## src/fcsp_pkg.sv

```systemverilog
// Purpose: shared constants and types for the flow-controlled serial port
// Assumes: 50 MHz system clock, 8 data bits plus optional parity bit
// Notes:   line rate is set by a divisor parameter of each end
package fcsp_pkg;
  localparam int unsigned CLK_HZ       = 50_000_000;
  localparam int unsigned MAX_BAUD     = 1_000_000;
  localparam int unsigned DEF_BAUD     = 1_000_000;
  localparam int unsigned DEF_DIV      = CLK_HZ / DEF_BAUD;
  localparam int unsigned DATA_BITS    = 8;
  localparam int unsigned FIFO_DEPTH   = 4;
  localparam int unsigned RTS_MARGIN   = 2;
  localparam logic        LINE_IDLE    = 1'b1;
  localparam logic        HS_ASSERTED  = 1'b0;
  localparam logic        HS_RELEASED  = 1'b1;

  typedef enum logic [3:0] {
    FC_IDLE  = 4'b0001,
    FC_START = 4'b0010,
    FC_DATA  = 4'b0100,
    FC_STOP  = 4'b1000
  } fcsp_state_t;

  function automatic logic fcsp_parity(input logic [DATA_BITS-1:0] d, input logic odd);
    fcsp_parity = (^d) ^ odd;
  endfunction : fcsp_parity
endpackage : fcsp_pkg

```

## src/fcsp_link_if.sv

```systemverilog
// Purpose: the four wires between device and host
// Assumes: single clock
// Notes:   rts_n and cts_n are active low
`timescale 1ns/1ps
`default_nettype none
interface fcsp_link_if;
  logic dev_tx;
  logic host_tx;
  logic dev_rts_n;
  logic host_rts_n;
  modport device (output dev_tx, input host_tx, output dev_rts_n, input host_rts_n);
  modport host   (output host_tx, input dev_tx, output host_rts_n, input dev_rts_n);
endinterface : fcsp_link_if
`default_nettype wire

```

## src/fcsp_fifo.sv

```systemverilog
// Purpose: small flip-flop FIFO with valid/ready on both sides
// Assumes: synchronous active-high reset
// Notes:   level output gives room accounting for flow control
`timescale 1ns/1ps
`default_nettype none
module fcsp_fifo #(
  parameter int unsigned WIDTH = 9,
  parameter int unsigned DEPTH = 4
) (
  input  wire logic                     sys_clk,
  input  wire logic                     rst,
  input  wire logic [WIDTH-1:0]         in_data,
  input  wire logic                     in_valid,
  output logic                          in_ready,
  output logic      [WIDTH-1:0]         out_data,
  output logic                          out_valid,
  input  wire logic                     out_ready,
  output logic      [$clog2(DEPTH+1)-1:0] level
);
  localparam int unsigned AW = $clog2(DEPTH);
  logic [WIDTH-1:0] mem [DEPTH];
  logic [AW-1:0]    wr_idx;
  logic [AW-1:0]    rd_idx;
  logic             push;
  logic             pop;

  assign in_ready  = (level != DEPTH[$clog2(DEPTH+1)-1:0]);
  assign out_valid = (level != '0);
  assign push      = in_valid && in_ready;
  assign pop       = out_valid && out_ready;
  assign out_data  = mem[rd_idx];

  function automatic logic [AW-1:0] wrap_inc(input logic [AW-1:0] i);
    wrap_inc = (i == AW'(DEPTH - 1)) ? '0 : AW'(i + 1'b1);
  endfunction : wrap_inc

  always_ff @(posedge sys_clk) begin
    if (push) begin
      mem[wr_idx] <= in_data;
    end
  end

  always_ff @(posedge sys_clk) begin
    if (rst) begin
      wr_idx <= '0;
      rd_idx <= '0;
      level  <= '0;
    end else begin
      if (push) wr_idx <= wrap_inc(wr_idx);
      if (pop)  rd_idx <= wrap_inc(rd_idx);
      if (push && !pop) level <= level + 1'b1;
      else if (pop && !push) level <= level - 1'b1;
    end
  end
endmodule : fcsp_fifo
`default_nettype wire

```

## src/fcsp_device.sv

```systemverilog
// Purpose: device end of a full-duplex UART with RTS/CTS flow control
// Assumes: inputs synchronous to sys_clk; parity on a ninth bit when enabled
// Notes:   received characters (code download included) pass through a FIFO
// Behaviour
// RQ1 - full duplex async link, flow control, 1 Mbps
// RQ2 - ninth bit parity generated and checked
// RQ3 - rts output, cts input, both active low
// RQ4 - serial line idles high
// RQ5 - low handshake level means asserted
// RQ6 - host tx feeds device rx, reverse too
// RQ7 - host stops sending once rts deasserted
// RQ8 - host downloads program code through this port
// RQ9 - early rts release, tx pauses on cts
`timescale 1ns/1ps
`default_nettype none
module fcsp_device
  import fcsp_pkg::*;
#(
  parameter int unsigned DIV   = fcsp_pkg::DEF_DIV,
  parameter int unsigned DEPTH = fcsp_pkg::FIFO_DEPTH
) (
  input  wire logic                               sys_clk,
  input  wire logic                               rst,
  fcsp_link_if.device                             link,
  input  wire logic                               parity_en,
  input  wire logic                               parity_odd,
  input  wire logic [fcsp_pkg::DATA_BITS-1:0]     tx_data,
  input  wire logic                               tx_valid,
  output logic                                    tx_ready,
  output logic      [fcsp_pkg::DATA_BITS-1:0]     rx_data,
  output logic                                    rx_valid,
  input  wire logic                               rx_ready,
  output logic                                    rx_parity_err,
  output logic                                    rx_frame_err
);
  import fcsp_pkg::*;
  localparam int unsigned CW = $clog2(DIV + 1);
  localparam logic [CW-1:0] DIV_LAST  = CW'(DIV - 1); // RQ1
  localparam logic [CW-1:0] DIV_HALF  = CW'((DIV - 1) / 2);

  // index of the last data or parity bit of a frame
  function automatic logic [3:0] last_bit(input logic pe);
    last_bit = 4'(DATA_BITS - 1) + 4'(pe);
  endfunction : last_bit

  // transmitter
  fcsp_state_t            tx_state;
  logic [CW-1:0]          tx_cnt;
  logic [3:0]             tx_bit;
  logic [DATA_BITS:0]     tx_shift;
  logic                   tx_line;

  // a character is taken only while the host asserts its rts, our cts
  assign tx_ready    = (tx_state == FC_IDLE) && (link.host_rts_n == HS_ASSERTED); // RQ9
  assign link.dev_tx = tx_line; // RQ6

  always_ff @(posedge sys_clk) begin
    if (rst) begin
      tx_state <= FC_IDLE;
      tx_cnt   <= '0;
      tx_bit   <= '0;
      tx_shift <= '0;
      tx_line  <= LINE_IDLE; // RQ4
    end else begin
      case (tx_state)
        FC_IDLE: begin
          tx_line <= LINE_IDLE; // RQ4
          if (tx_valid && tx_ready) begin // RQ5
            tx_shift <= {fcsp_parity(tx_data, parity_odd), tx_data}; // RQ2
            tx_state <= FC_START;
            tx_cnt   <= '0;
            tx_line  <= 1'b0;
          end
        end
        FC_START: begin
          if (tx_cnt == DIV_LAST) begin
            tx_cnt   <= '0;
            tx_bit   <= '0;
            tx_line  <= tx_shift[0];
            tx_shift <= tx_shift >> 1;
            tx_state <= FC_DATA;
          end else tx_cnt <= tx_cnt + 1'b1;
        end
        FC_DATA: begin
          if (tx_cnt == DIV_LAST) begin
            tx_cnt <= '0;
            // after the last data or parity bit the line goes to stop
            if (tx_bit == last_bit(parity_en)) begin
              tx_line  <= 1'b1;
              tx_state <= FC_STOP;
            end else begin
              tx_bit   <= tx_bit + 1'b1;
              tx_line  <= tx_shift[0];
              tx_shift <= tx_shift >> 1;
            end
          end else tx_cnt <= tx_cnt + 1'b1;
        end
        FC_STOP: begin
          if (tx_cnt == DIV_LAST) begin
            tx_cnt   <= '0;
            tx_state <= FC_IDLE;
          end else tx_cnt <= tx_cnt + 1'b1;
        end
        default: tx_state <= FC_IDLE;
      endcase
    end
  end

  // receiver
  fcsp_state_t            rx_state;
  logic [CW-1:0]          rx_cnt;
  logic [3:0]             rx_bit;
  logic [DATA_BITS:0]     rx_shift;
  logic                   rx_push;
  logic                   rx_perr;
  logic                   rx_ferr;
  logic                   rx_q;
  logic                   next_rts_n;
  logic [$clog2(DEPTH+1)-1:0] fifo_level;
  logic [DATA_BITS+1:0]   fifo_out;
  logic                   rts_n;

  // one register stage on the serial input
  always_ff @(posedge sys_clk) begin
    if (rst) rx_q <= LINE_IDLE;
    else     rx_q <= link.host_tx; // RQ6
  end

  always_ff @(posedge sys_clk) begin
    if (rst) begin
      rx_state <= FC_IDLE;
      rx_cnt   <= '0;
      rx_bit   <= '0;
      rx_shift <= '0;
      rx_push  <= 1'b0;
      rx_perr  <= 1'b0;
      rx_ferr  <= 1'b0;
    end else begin
      rx_push <= 1'b0;
      case (rx_state)
        FC_IDLE: begin
          rx_cnt <= '0;
          if (rx_q == 1'b0) rx_state <= FC_START;
        end
        FC_START: begin
          // a start bit gone by mid-bit is a glitch
          if (rx_cnt == DIV_HALF) begin
            rx_cnt   <= '0;
            rx_bit   <= '0;
            rx_state <= (rx_q == 1'b0) ? FC_DATA : FC_IDLE;
          end else rx_cnt <= rx_cnt + 1'b1;
        end
        FC_DATA: begin
          if (rx_cnt == DIV_LAST) begin
            rx_cnt <= '0;
            // shift in from the top so the character lands in the low bits
            if (parity_en) rx_shift <= {rx_q, rx_shift[DATA_BITS:1]};
            else           rx_shift <= {1'b0, rx_q, rx_shift[DATA_BITS-1:1]};
            if (rx_bit == last_bit(parity_en)) rx_state <= FC_STOP;
            else rx_bit <= rx_bit + 1'b1;
          end else rx_cnt <= rx_cnt + 1'b1;
        end
        FC_STOP: begin
          if (rx_cnt == DIV_LAST) begin
            rx_cnt   <= '0;
            rx_push  <= 1'b1; // RQ8
            // a low stop bit is flagged, the character is still kept
            rx_ferr  <= (rx_q != 1'b1);
            rx_perr  <= parity_en &&
                        (fcsp_parity(rx_shift[DATA_BITS-1:0], parity_odd) != rx_shift[DATA_BITS]); // RQ2
            rx_state <= FC_IDLE;
          end else rx_cnt <= rx_cnt + 1'b1;
        end
        default: rx_state <= FC_IDLE;
      endcase
    end
  end

  // characters arriving with the buffer full are dropped; rts makes that rare
  fcsp_fifo #(
    .WIDTH (DATA_BITS + 2),
    .DEPTH (DEPTH)
  ) u_rx_fifo (
    .sys_clk   (sys_clk),
    .rst       (rst),
    .in_data   ({rx_ferr, rx_perr, rx_shift[DATA_BITS-1:0]}),
    .in_valid  (rx_push),
    .in_ready  (),
    .out_data  (fifo_out),
    .out_valid (rx_valid),
    .out_ready (rx_ready),
    .level     (fifo_level)
  );

  // the fifo head drives the receive outputs
  assign rx_data       = fifo_out[DATA_BITS-1:0];
  assign rx_parity_err = fifo_out[DATA_BITS];
  assign rx_frame_err  = fifo_out[DATA_BITS+1];

  // release rts while room for characters in flight remains
  assign next_rts_n = (32'(fifo_level) + RTS_MARGIN > DEPTH) ? HS_RELEASED : HS_ASSERTED; // RQ9
  always_ff @(posedge sys_clk) begin
    if (rst) rts_n <= HS_RELEASED;
    else     rts_n <= next_rts_n;
  end
  assign link.dev_rts_n = rts_n; // RQ3
endmodule : fcsp_device
`default_nettype wire

```

## src/flat_wrapper.sv

```systemverilog
// flat-port wrapper written by rule: the top's interface ports become plain ports
module fcsp_device_flat import fcsp_pkg::*;
#(
  parameter int unsigned DIV   = fcsp_pkg::DEF_DIV,
  parameter int unsigned DEPTH = fcsp_pkg::FIFO_DEPTH
)
  (sys_clk, rst, parity_en, parity_odd, tx_data, tx_valid, tx_ready, rx_data, rx_valid, rx_ready, rx_parity_err, rx_frame_err, link_dev_tx, link_host_tx, link_dev_rts_n, link_host_rts_n);
  fcsp_link_if link_i ();
  input  wire logic sys_clk;
  input  wire logic rst;
  input  wire logic parity_en;
  input  wire logic parity_odd;
  input  wire logic [fcsp_pkg::DATA_BITS-1:0] tx_data;
  input  wire logic tx_valid;
  output logic tx_ready;
  output logic      [fcsp_pkg::DATA_BITS-1:0] rx_data;
  output logic rx_valid;
  input  wire logic rx_ready;
  output logic rx_parity_err;
  output logic rx_frame_err;
  output wire logic [$bits(link_i.dev_tx)-1:0] link_dev_tx;
  input wire logic [$bits(link_i.host_tx)-1:0] link_host_tx;
  output wire logic [$bits(link_i.dev_rts_n)-1:0] link_dev_rts_n;
  input wire logic [$bits(link_i.host_rts_n)-1:0] link_host_rts_n;
  assign link_dev_tx = link_i.dev_tx;
  assign link_i.host_tx = link_host_tx;
  assign link_dev_rts_n = link_i.dev_rts_n;
  assign link_i.host_rts_n = link_host_rts_n;
  fcsp_device #(.DIV(DIV), .DEPTH(DEPTH)) u_core (.sys_clk(sys_clk), .rst(rst), .link(link_i), .parity_en(parity_en), .parity_odd(parity_odd), .tx_data(tx_data), .tx_valid(tx_valid), .tx_ready(tx_ready), .rx_data(rx_data), .rx_valid(rx_valid), .rx_ready(rx_ready), .rx_parity_err(rx_parity_err), .rx_frame_err(rx_frame_err));
endmodule
```

## config.mk

```make
export PLATFORM = sky130hd
export DESIGN_NAME = fcsp_device_flat
export DESIGN_NICKNAME = d
export VERILOG_FILES = /design/src/fcsp_pkg.sv /design/src/fcsp_link_if.sv /design/src/fcsp_fifo.sv /design/src/fcsp_device.sv /design/src/flat_wrapper.sv
export SDC_FILE = /design/constraint.sdc
export NUM_CORES = 1
export LEC_CHECK = 0
export ABC_AREA = 1
export BUFFER_PORTS_ARGS = -buffer_cell sky130_fd_sc_hd__buf_2
export CAP_MARGIN = 20
export CORE_MARGIN = 2
export CORE_UTILIZATION = 60
export DETAILED_ROUTE_END_ITERATION = 8
export GPL_ROUTABILITY_DRIVEN = 0
export PLACE_DENSITY = 0.79
export SKIP_CTS_REPAIR_TIMING = 1
export SLEW_MARGIN = 0
export SYNTH_ARGS = -nofsm -noshare
export SYNTH_HDL_FRONTEND = slang
export SYNTH_SLANG_ARGS = --single-unit
```

## constraint.sdc

```tcl
create_clock -name sys_clk -period 2.2 [get_ports sys_clk]
set_input_delay 0.22 -clock sys_clk [delete_from_list [all_inputs] [get_ports sys_clk]]
set_output_delay 0.22 -clock sys_clk [all_outputs]
set_load 0.01 [all_outputs]
```

[Yosys cells after proc, flatten, opt, wreduce, memory -nomap -nowiden]
Memory sizes are Yosys's and may differ from the RTL's. A register that Yosys moved wholly into a read port is not among the register bits.
Cells that the tools add are included.
Word-level totals
  memory bits (writable): 40
  memories kept: 1
  output and inout bits: 14
  flip-flop bits (word level): 59
Memories
  u_core.u_rx_fifo.mem: depth 4, width 10, rd ports 1, clocked after Yosys merged registers in 1, wr ports 1, line fcsp_fifo.sv:21  | logic [WIDTH-1:0] mem [DEPTH];
Operators by class
  muxes and demuxes: 48
  magnitude comparators: 1
  eq/ne operators: 29
  add/sub/neg operators: 10
  bitwise logic cells: 5
  reductions and logical operators: 30
Operators by type and width (number)
  2-to-1 mux 4 bit: 16
  2-to-1 mux 9 bit: 5
  greater-than comparator 32 x 3 -> 1 bit (second input constant): 1
  case mux 4 bit (4 select lines): 2
  case mux 9 bit (3 select lines): 1
  2-to-1 mux 6 bit: 4
  case mux 6 bit (3 select lines): 1
  != test 2 x 1 -> 1 bit (second input constant): 8
  case mux 4 bit (2 select lines): 2
  parity 8 bit: 2
  AND reduction 5 bit: 3
  adder 6 x 1 -> 6 bit (second input constant): 2
  == test 6 bit (second input constant): 2
  case mux 6 bit (2 select lines): 1
  2-to-1 mux 3 bit: 3
  nonzero test 3 bit: 3
  adder 4 x 1 -> 4 bit (second input constant): 2
  == test 4 x 1 -> 1 bit (second input constant): 2
  == test 4 x 2 -> 1 bit (second input constant): 2
  == test 4 x 3 -> 1 bit (second input constant): 2
  == test 4 bit: 2
  == test 4 bit (second input constant): 2
  2-to-1 mux 1 bit: 8
  2-to-1 mux 2 bit: 4
  21 further kinds: 43

[Longest topological paths before layout]
Gate-level depths: netlist of the first run.
  depth in word-level cells: 6
  gate-level depth with buffers: 11

[Modules after synthesis]
A second synthesis of the first run with hierarchy kept.
Second synthesis, totals
  cell total of the unflattened synthesis: 585
  area total of the unflattened synthesis: 4837.1 µm²
By module, submodules not included
  fcsp_device: times used 1, seq. area each 1041.0 µm², cells each 419, area each 2856.5 µm²
  fcsp_fifo: times used 1, seq. area each 1381.3 µm², cells each 166, area each 1980.6 µm²

[Worst setup path after synthesis of the first run]
OpenSTA, ideal clock, no wires.
  path kind: reg-to-reg
  start point: register u_core.u_rx_fifo.level[0]
  end point: register u_core.u_rx_fifo.level[1]
  required time: 2080 ps
  slack: 324 ps
  buffers on the path: 0
  clock period less this slack: 1876 ps
  arrival: 1756 ps
  stages on the path, launching flop included: 8
  cells stage by stage: dfxtp_1 o31ai_2 inv_1 ha_1 inv_1 fa_1 o21ai_0 a21oi_1
Between the ends
  word-level cells in the longest chain between the ends: 5
Ends and longest elaborated chain
  from (decl): line fcsp_fifo.sv:18  | output logic [$clog2(DEPTH+1)-1:0] level
  from (signal assigned): line fcsp_fifo.sv:51  | if (push && !pop) level <= level + 1'b1;
  from (signal assigned): line fcsp_fifo.sv:52  | else if (pop && !push) level <= level - 1'b1;
  != test 3 bit (*): line fcsp_fifo.sv:27  | assign in_ready = (level != DEPTH[$clog2(DEPTH+1)-1:0]);
  logical AND 1 bit (*): line fcsp_fifo.sv:29  | assign push = in_valid && in_ready;
  via u_core.u_rx_fifo.push: line fcsp_fifo.sv:24  | logic push;
  zero test 1 bit: line fcsp_fifo.sv:52
  logical AND 1 bit: line fcsp_fifo.sv:52
  nonzero test 2 bit (no line)
Mark *: on every way through the listed nets, which the timed path passes. The rest lies on a longest branch. The select of a mux whose other input is x is not followed.
A chain may end at the register's enable or synchronous reset.

[Worst setup path in the final report of the first run]
Ends and elaborated chain as after synthesis.

==> metrics.md, run 1 <==
| Metric | Value |
|---|---|
| Worst r2r path cells | `7` |
| CTS buffer count | `9` |
| Nets | `around 650` |
| Post-Synthesis Cells | `approximately 600` |
| Reg2reg end | `u_core.u_rx_fifo.level[1]` |
| Synth cell types | `42` |
| TritonRoute pass-1 iters | `5` |
| Worst EP required | `2.46 ns` |
| Max cap viols | `0` |
| WHS Endpoint | `u_core.rx_q` |
| Crit Path Category | `reg -> reg` |
| Flops & latches, synth | `between 100 and 150` |
| Clock tree from TritonCTS | `built` |
| Register area | `about 2400 um2` |
| H-tree depth | `3` |
| Initial antenna violation count | `0` |
| DRC errors left | `0` |
| Pwr Density | `slightly above 900 nW/um2` |
| Register share of total power | `between 40% and 50%` |
| Reg-to-reg startpoint | `u_core.u_rx_fifo.level[0]` |
| Ant diodes | `0` |
| ANT nets after route | `0` |
| Post-synthesis instance area | `roughly 4900 um2` |
| Slowest stage cell, crit path | `o31ai_4` |
| Worst-path fanout max | `9` |
| Aggregate routed wire length | `between 8000 and 9000 um` |
| Switching Share | `between 30% and 40%` |
| Total clock sinks | `between 100 and 150` |
| R2r setup slk | `around 0.28 ns` |
| Top Ports | `30` |
| Worst-path clk slew | `roughly 0.10 ns` |
| Final min period | `~1.9 ns` |
| GRT Overall Usage | `20.57%` |
| Final Hold Fails | `0` |
| Tightest Hold Check Type | `in -> reg` |
| First-pass GRT wire length | `14670 um` |
| Vias per cell | `about 5.2` |
| Crit start category | `flip-flop` |
| 1st-iter DRT viols | `around 140` |
| Critical Path AT | `2.18 ns` |
| CTS max path bufs | `2` |
| Status | `finished clean` |
| Clk_skew | `0.01137 ns` |
| Drt wl/cell | `~11 um` |
| Hold path cells | `2` |
| Tcrit/Tclk final | `~87%` |
| P_sw | `around 1800 uW` |
| CP Cell Sequence | `o31ai_4 -> inv_1 -> ha_1 -> inv_1 -> fa_1 -> o21ai_0 -> a21oi_1` |
| Combinational share of power | `32.2%` |
| Slew HR | `between 40% and 50%` |
| Number of global-route vias before repair | `around 3500` |
| VDD IR max | `0.0004241 V` |
| WP buf/inv | `2` |
| Syn_nets | `617` |
| Top cell type by total area after synthesis | `dfxtp_1` |
| Maximum clock frequency | `a little over 500 MHz` |
| Die W | `94.11 um` |
| Largest net degree at the start of global routing | `24` |
| Non-Filler Cell Area, Final | `around 5300 um2` |
| Synth top area share | `between 20% and 30%` |
| Top delay family on crit path | `compound AO/OA/AOI/OAI gates` |
| Yosys warning count | `0` |
| Total number of vias | `about 3800` |
| Final setup violation count | `0` |
| Setup TNS | `0 ns` |
| Rows | `32` |
| Clock share of power | `21.4%` |
| Core area | `7807 um2` |
| HPWL Detailed | `slightly above 6000 um` |
| CTS Root Cell | `clkbuf_8` |
| Leakage power | `0.002234 uW` |
| Number of fill cells in the layout | `between 600 and 700` |
| Layout cells sized above 1 | `13.76%` |
| RSZ-0062 raised after global routing | `no` |
| Max-slew violation count | `0` |
| Dpl cell area | `5142 um2` |
| Die height | `about 94 um` |
| Setup crit end kind | `flip-flop` |
| Starting Density | `between 60% and 70%` |
| Worst slew pin tran | `between 0.8 and 0.9 ns` |
| Top post-synthesis cells by area | `dfxtp_1, edfxtp_1, nand2_1, nor2_1, o21ai_0` |
| Pint | `between 3000 and 4000 uW` |
| Hold_sp | `link_host_tx` |
| Largest stage delay, worst path | `around 0.43 ns` |
| IO buf count | `29` |
| Area delta synth->final | `9.296%` |
| Die Footprint | `a little under 9000 um2` |
| Gr ovfl total | `0` |
| Syn Area/Cell | `8.314 um2` |
| Sequential cell area fraction in the yosys report | `49.72%` |
| Cell mode on critical path | `inv_1` |
| Skew-Pair Late Insertion Delay | `~0.36 ns` |
| Multi-input logic area | `around 2100 um2` |
-- worst register-to-register path: stages, from the launching register on --
cell	delay, ns
dfxtp_1	0.39
o31ai_4	0.43
inv_1	0.09
ha_1	0.20
inv_1	0.10
fa_1	0.41
o21ai_0	0.15
a21oi_1	0.06
-- stage by stage --
| stage | hold WS [ns] | power, uW | setup WS, ns | std cells | utilization, % |
|---|---|---|---|---|---|
| 4_1_cts | 0.03347 | 4921 | 0.1346 | 727 | 68.09 |
| 5_1_grt | 0.03237 | 5261 | 0.01188 | 727 | 68.21 |
| 6_report | 0.04622 | 4880 | 0.2758 | 727 | 68.21 |
| 2_1_floorplan | 0.2985 | 3454 | 0.3238 | 586 | - |
| 3_5_place_dp | 0.4179 | 3881 | 0.1284 | 711 | 65.87 |
| 3_3_place_gp | 0.4136 | 3819 | 0.2461 | 711 | 65.87 |
-- sequential cells by signal, summed over array words and instances, names as in the netlist, named ones only --
signal                   flops
u_core.rx_shift              9
u_core.link.dev_rts_n        1
u_core.u_rx_fifo.rd_idx      2
u_core.rx_bit                4
u_core.tx_shift              9
u_core.tx_bit                4
u_core.rx_perr               1
u_core.tx_cnt                6
u_core.rx_q                  1
u_core.rx_state              4
u_core.u_rx_fifo.wr_idx      2
u_core.u_rx_fifo.mem        40
u_core.rx_push               1
u_core.tx_state              4
u_core.rx_cnt                6
u_core.rx_ferr               1
u_core.link.dev_tx           1
u_core.u_rx_fifo.level       3
-- cell usage after synthesis (all sizes together) --
library cell	n
nand3b	1
nor2	97
nor3b	1
a31oi	1
edfxtp	40
o21bai	1
o22ai	10
clkbuf	9
a21oi	32
dfxtp	61
nand2	123
o31ai	1
fa	1
xnor2	5
buf	4
o21ai	58
clkinv	1
nand4	12
nor3	5
a21boi	1
ha	14
xor2	4
inv	68
nand3	32
o211a	1
a211oi	1
or2	2
-- power groups by stage --
stage	sequential, uW	combinational, uW	clock, uW
after floorplan	2260	1190	0
after global placement	2290	1530	0
after detailed placement	2300	1580	0
after CTS	2260	1580	1080
after global routing	2290	1810	1160
final	2260	1570	1050
-- per-layer routing --
layer | track usage (%) | share of wire, % | vias to the layer above
met5 | 0 | 0 | -
met4 | 5.314 | 1.0 | 0
met3 | 3.852 | 3.2 | 8
met2 | 36.49 | 48 | 58
met1 | 25.74 | 47 | 1715
li1 | - | - | 1992
-- logic make-up (layout without fill, tap and decap cells) --
kind of cell / after synthesis / count (layout) / synth area share, %
DFF: 101 / 101 / 49.72
and+or+nand+nor: 273 / 273 / 26.22
xor gates and xnor gates: 9 / 9 / 1.618
adders and majority gates: 15 / 15 / 4.006
buffers and inverters: 82 / 121 / 6.549
AOI/OAI and AO/OA: 106 / 106 / 11.89
-- how the worst max path moves through the flow --
stage	startpoint	end	slack, ns	depth (start not counted)
after global routing	u_core.u_rx_fifo.level[1]	u_core.u_rx_fifo.level[2]	0.01	10
after global placement	u_core.u_rx_fifo.level[0]	u_core.u_rx_fifo.level[1]	0.25	7
final	u_core.u_rx_fifo.level[0]	u_core.u_rx_fifo.level[1]	0.28	7
after floorplan	u_core.u_rx_fifo.level[0]	u_core.u_rx_fifo.level[1]	0.32	7
after detailed placement	u_core.u_rx_fifo.level[0]	u_core.u_rx_fifo.level[1]	0.13	7
after CTS	u_core.u_rx_fifo.level[0]	u_core.u_rx_fifo.level[1]	0.13	7
-- cell type report --
class,count,area share (%)
sequential,101,45.49
inverter,69,4.958
timing repair buffer,36,3.712
clock buffer,10,2.397
tap,102,2.397
clock inverter,6,0.8694
multi-input combinational,403,40.18
-- placed cells by master (no fill, tap or decap), types with 2 or more instances in the layout --
| master | synthesis | final |
|---|---|---|
| nand2_1 | 113 | 113 |
| nor2_1 | 91 | 91 |
| inv_1 | 66 | 66 |
| dfxtp_1 | 61 | 61 |
| o21ai_0 | 55 | 55 |
| edfxtp_1 | 40 | 40 |
| a21oi_1 | 30 | 30 |
| buf_2 | 1 | 29 |
| nand3_1 | 25 | 25 |
| ha_1 | 14 | 14 |
| nand4_1 | 12 | 12 |
| o22ai_1 | 10 | 10 |
| clkbuf_8 | 0 | 9 |
| buf_4 | 1 | 7 |
| nand2_2 | 5 | 5 |
| xnor2_1 | 5 | 5 |
| nand3_2 | 5 | 5 |
| nand2_4 | 5 | 5 |
| xor2_1 | 4 | 4 |
| o21ai_1 | 3 | 3 |
| nor2_4 | 3 | 3 |
| nor3_2 | 3 | 3 |
| or2_2 | 2 | 2 |
| nand3_4 | 2 | 2 |
| nor3_1 | 2 | 2 |
| nor2_2 | 2 | 2 |
| inv_2 | 2 | 2 |
| clkinvlp_4 | 0 | 2 |
(Power assumes the default switching activity.)
==> run 2: changes to the inputs <==
Settings changed: CELL_PAD_IN_SITES_DETAIL_PLACEMENT set to 1, CELL_PAD_IN_SITES_GLOBAL_PLACEMENT set to 2, CORE_UTILIZATION 60 to 37.
==> run 2 against run 1 <==
  * Sequential cell count did not move
  * Clock-buffer cell count did not move
  * Die area rose by 59%
  * Critical endpoint is now u_core.u_rx_fifo.level[2]
  * Worst setup slack got worse by 0.022 ns
  * Power rose by 14%
  * Largest cell class unchanged
==> metrics.md, run 2 (synthesis results as in run 1) <==
| Metric | Value |
|---|---|
| Largest register FFs | `40 (unchanged)` |
| GRT met1 Usage | `21.39% (-4.4 points)` |
| ANT nets after route | `0 (unchanged)` |
| P_sw | `1997 uW (+13%)` |
| Pwr Density | `1008 nW/um2 (+9.9%)` |
| 1st-iter DRT viols | `126 (-13%)` |
| Biggest register | `u_core.u_rx_fifo.mem` |
| Vias per cell | `4.916 (-5.3%)` |
| Worst-path clk slew | `0.08 ns (-0.02 ns)` |
| IO buf count | `29 (unchanged)` |
| Combinational share of power | `29.8% (-2.4 points)` |
| Tcrit/Tclk final | `88.46% (+0.99 points)` |
| CP Cell Sequence | `inv_1 -> nand3_1 -> nand2_1 -> ha_1 -> inv_1 -> fa_1 -> a21oi_1 -> o21ai_0 -> o21ai_1 -> a21oi_1` |
| Non-Filler Cell Area, Final | `5523 um2 (+3.7%)` |
| Largest stage delay, worst path | `0.39 ns (-0.04 ns)` |
| Final setup violation count | `0 (unchanged)` |
| Skew-Pair Late Insertion Delay | `0.35 ns (about the same)` |
| Dpl ws | `0.2176 ns (+0.08923 ns)` |
| Maximum clock frequency | `513.9 MHz (-1.1%)` |
| Aggregate routed wire length | `11370 um (+37%)` |
| Worst EP required | `2.44 ns (-0.02 ns)` |
| Starting Density | `38.30% (-24 points)` |
| Leakage power | `0.002288 uW (+2.4%)` |
| Leading cell type in the layout, fill and taps excluded | `nand2_1` |
| Fin Hold WS | `0.04614 ns (-0.00007660 ns)` |
| Final worst setup slack | `0.2539 ns (-0.02186 ns)` |
| CTS Root Cell | `clkbuf_16` |
| First-pass GRT wire length | `19330 um (+32%)` |
| Core area | `12720 um2 (+63%)` |
| Worst-path fanout max | `5 (-4)` |
| Ant diodes | `0 (unchanged)` |
| Global route hottest layer | `met2` |
| Total number of vias | `3908 (+3.6%)` |
| Initial antenna violation count | `0 (unchanged)` |
| Slew HR | `33.40% (-9.5 points)` |
| WP buf/inv | `2 (unchanged)` |
| Clock tree from TritonCTS | `built` |
| Nets | `649 (-0.31%)` |
| GRT met2 Usage | `29.96% (-6.5 points)` |
| RSZ-0062 raised after global routing | `no` |
| Top Ports | `30 (unchanged)` |
| Dpl cell area | `5215 um2 (+1.4%)` |
| Layout Cells excl Fill | `795 (+9.4%)` |
| Worst slew pin tran | `0.9954 ns (+0.1416 ns)` |
| Setup TNS | `0 ns (unchanged)` |
| DRC errors left | `0 (unchanged)` |
| Pint | `3567 uW (+14%)` |
| VDD IR max | `0.0004211 V (-0.71%)` |
| Slowest stage cell, crit path | `fa_1` |
| Max-slew violation count | `0 (unchanged)` |
| Drt wl/cell | `14.30 um (+25%)` |
| CTS buffer count | `9 (unchanged)` |
| Area delta synth->final | `13.35%` |
| Met3 GRT Util | `2.317% (-1.5 points)` |
| Tightest Hold Check Type | `in -> reg` |
| Die Footprint | `14100 um2 (+59%)` |
| Switching Share | `35.89% (-0.17 points)` |
| Max cap viols | `0 (unchanged)` |
| Setup crit end kind | `flip-flop` |
| Clock share of power | `29.5% (+8.1 points)` |
| Total clock sinks | `101 (unchanged)` |
| CTS max path bufs | `2 (unchanged)` |
| Register share of total power | `40.7% (-5.7 points)` |
| Die height | `118.8 um (+26%)` |
| Clk_skew | `0.009152 ns (-0.002218 ns)` |
| Rows | `41 (+28%)` |
| Critical Path AT | `2.19 ns (about the same)` |
| Die W | `118.8 um (+26%)` |
| Gr ovfl total | `0 (unchanged)` |
| TritonRoute pass-1 iters | `4 (-1)` |
| Crit start category | `flip-flop` |
| H-tree depth | `3 (unchanged)` |
| Final min period | `1.946 ns (+0.02186 ns)` |
| Number of fill cells in the layout | `1592 (+150%)` |
| Top delay family on crit path | `adder cells` |
| Status | `finished clean` |
| GRT Overall Usage | `17.11% (-3.5 points)` |
| Most frequent cells in the layout | `nand2_1, nor2_1, inv_1` |
| Largest net degree at the start of global routing | `24 (unchanged)` |
| Final Hold Fails | `0 (unchanged)` |
| Top Registers | `u_core.u_rx_fifo.mem: 40 flops, u_core.rx_shift: 9 flops, u_core.tx_shift: 9 flops` |
| Number of global-route vias before repair | `4030 (+16%)` |
| HPWL Detailed | `8253 um (+34%)` |
| Layout cells sized above 1 | `13.64% (-0.12 points)` |
| Crit Path Category | `reg -> reg` |
| Dpl cells | `779 (+9.6%)` |
==> run 2: cell count changes in the layout (fill, tap and decap cells not counted), moves of 2 or more <==
cell        before  now
buf_4            7    5
clkbuf_8         9    0
inv_6            1    4
clkbuf_16        0   10
clkinvlp_4       2    0
==> run 2: metrics by stage <==
step | total power, uW | utilization, %
6_report | 5564 | 43.41
5_1_grt | 5957 | 43.41
4_1_cts | 5641 | 43.41
3_5_place_dp | 3992 | 40.99
3_3_place_gp | 3900 | 40.99
2_1_floorplan | 3454 | -
==> run 2: power by group through the flow <==
stage | combinational (uW) | clock [uW] | sequential (uW)
after global routing | 1890 | 1770 | 2300
final | 1660 | 1640 | 2260
after global placement | 1600 | 0 | 2300
after CTS | 1690 | 1680 | 2270
after detailed placement | 1680 | 0 | 2310
after floorplan | 1190 | 0 | 2260
==> run 2: layout make-up <==
| class | instances | area [um2] | share of cell area [%] |
|---|---|---|---|
| Timing Repair Buffer | 34 | 182.7 | 3.308 |
| Sequential cell | 101 | 2422 | 43.86 |
| Clock buffer | 10 | 250.2 | 4.531 |
| Inverter | 69 | 264.0 | 4.780 |
| Clock inverter | 6 | 57.56 | 1.042 |
| Multi-Input combinational cell | 403 | 2131 | 38.58 |
| Tap cell | 172 | 215.2 | 3.897 |
==> run 2: metal layers <==
layer,wire (um),part of all wire (%)
met5,0,0
met4,177,1.6
met3,199,1.8
met2,5679,50
met1,5309,47
==> run 2: final timing paths <==
path	from	to	slack, ns	cells after the start
max reg2reg	u_core.u_rx_fifo.level[1]	u_core.u_rx_fifo.level[2]	0.25	10
max	u_core.u_rx_fifo.level[1]	u_core.u_rx_fifo.level[2]	0.25	10
min	link_host_tx	u_core.rx_q	0.05	2
min reg2reg	u_core.tx_shift[4]	u_core.tx_shift[4]	0.49	2
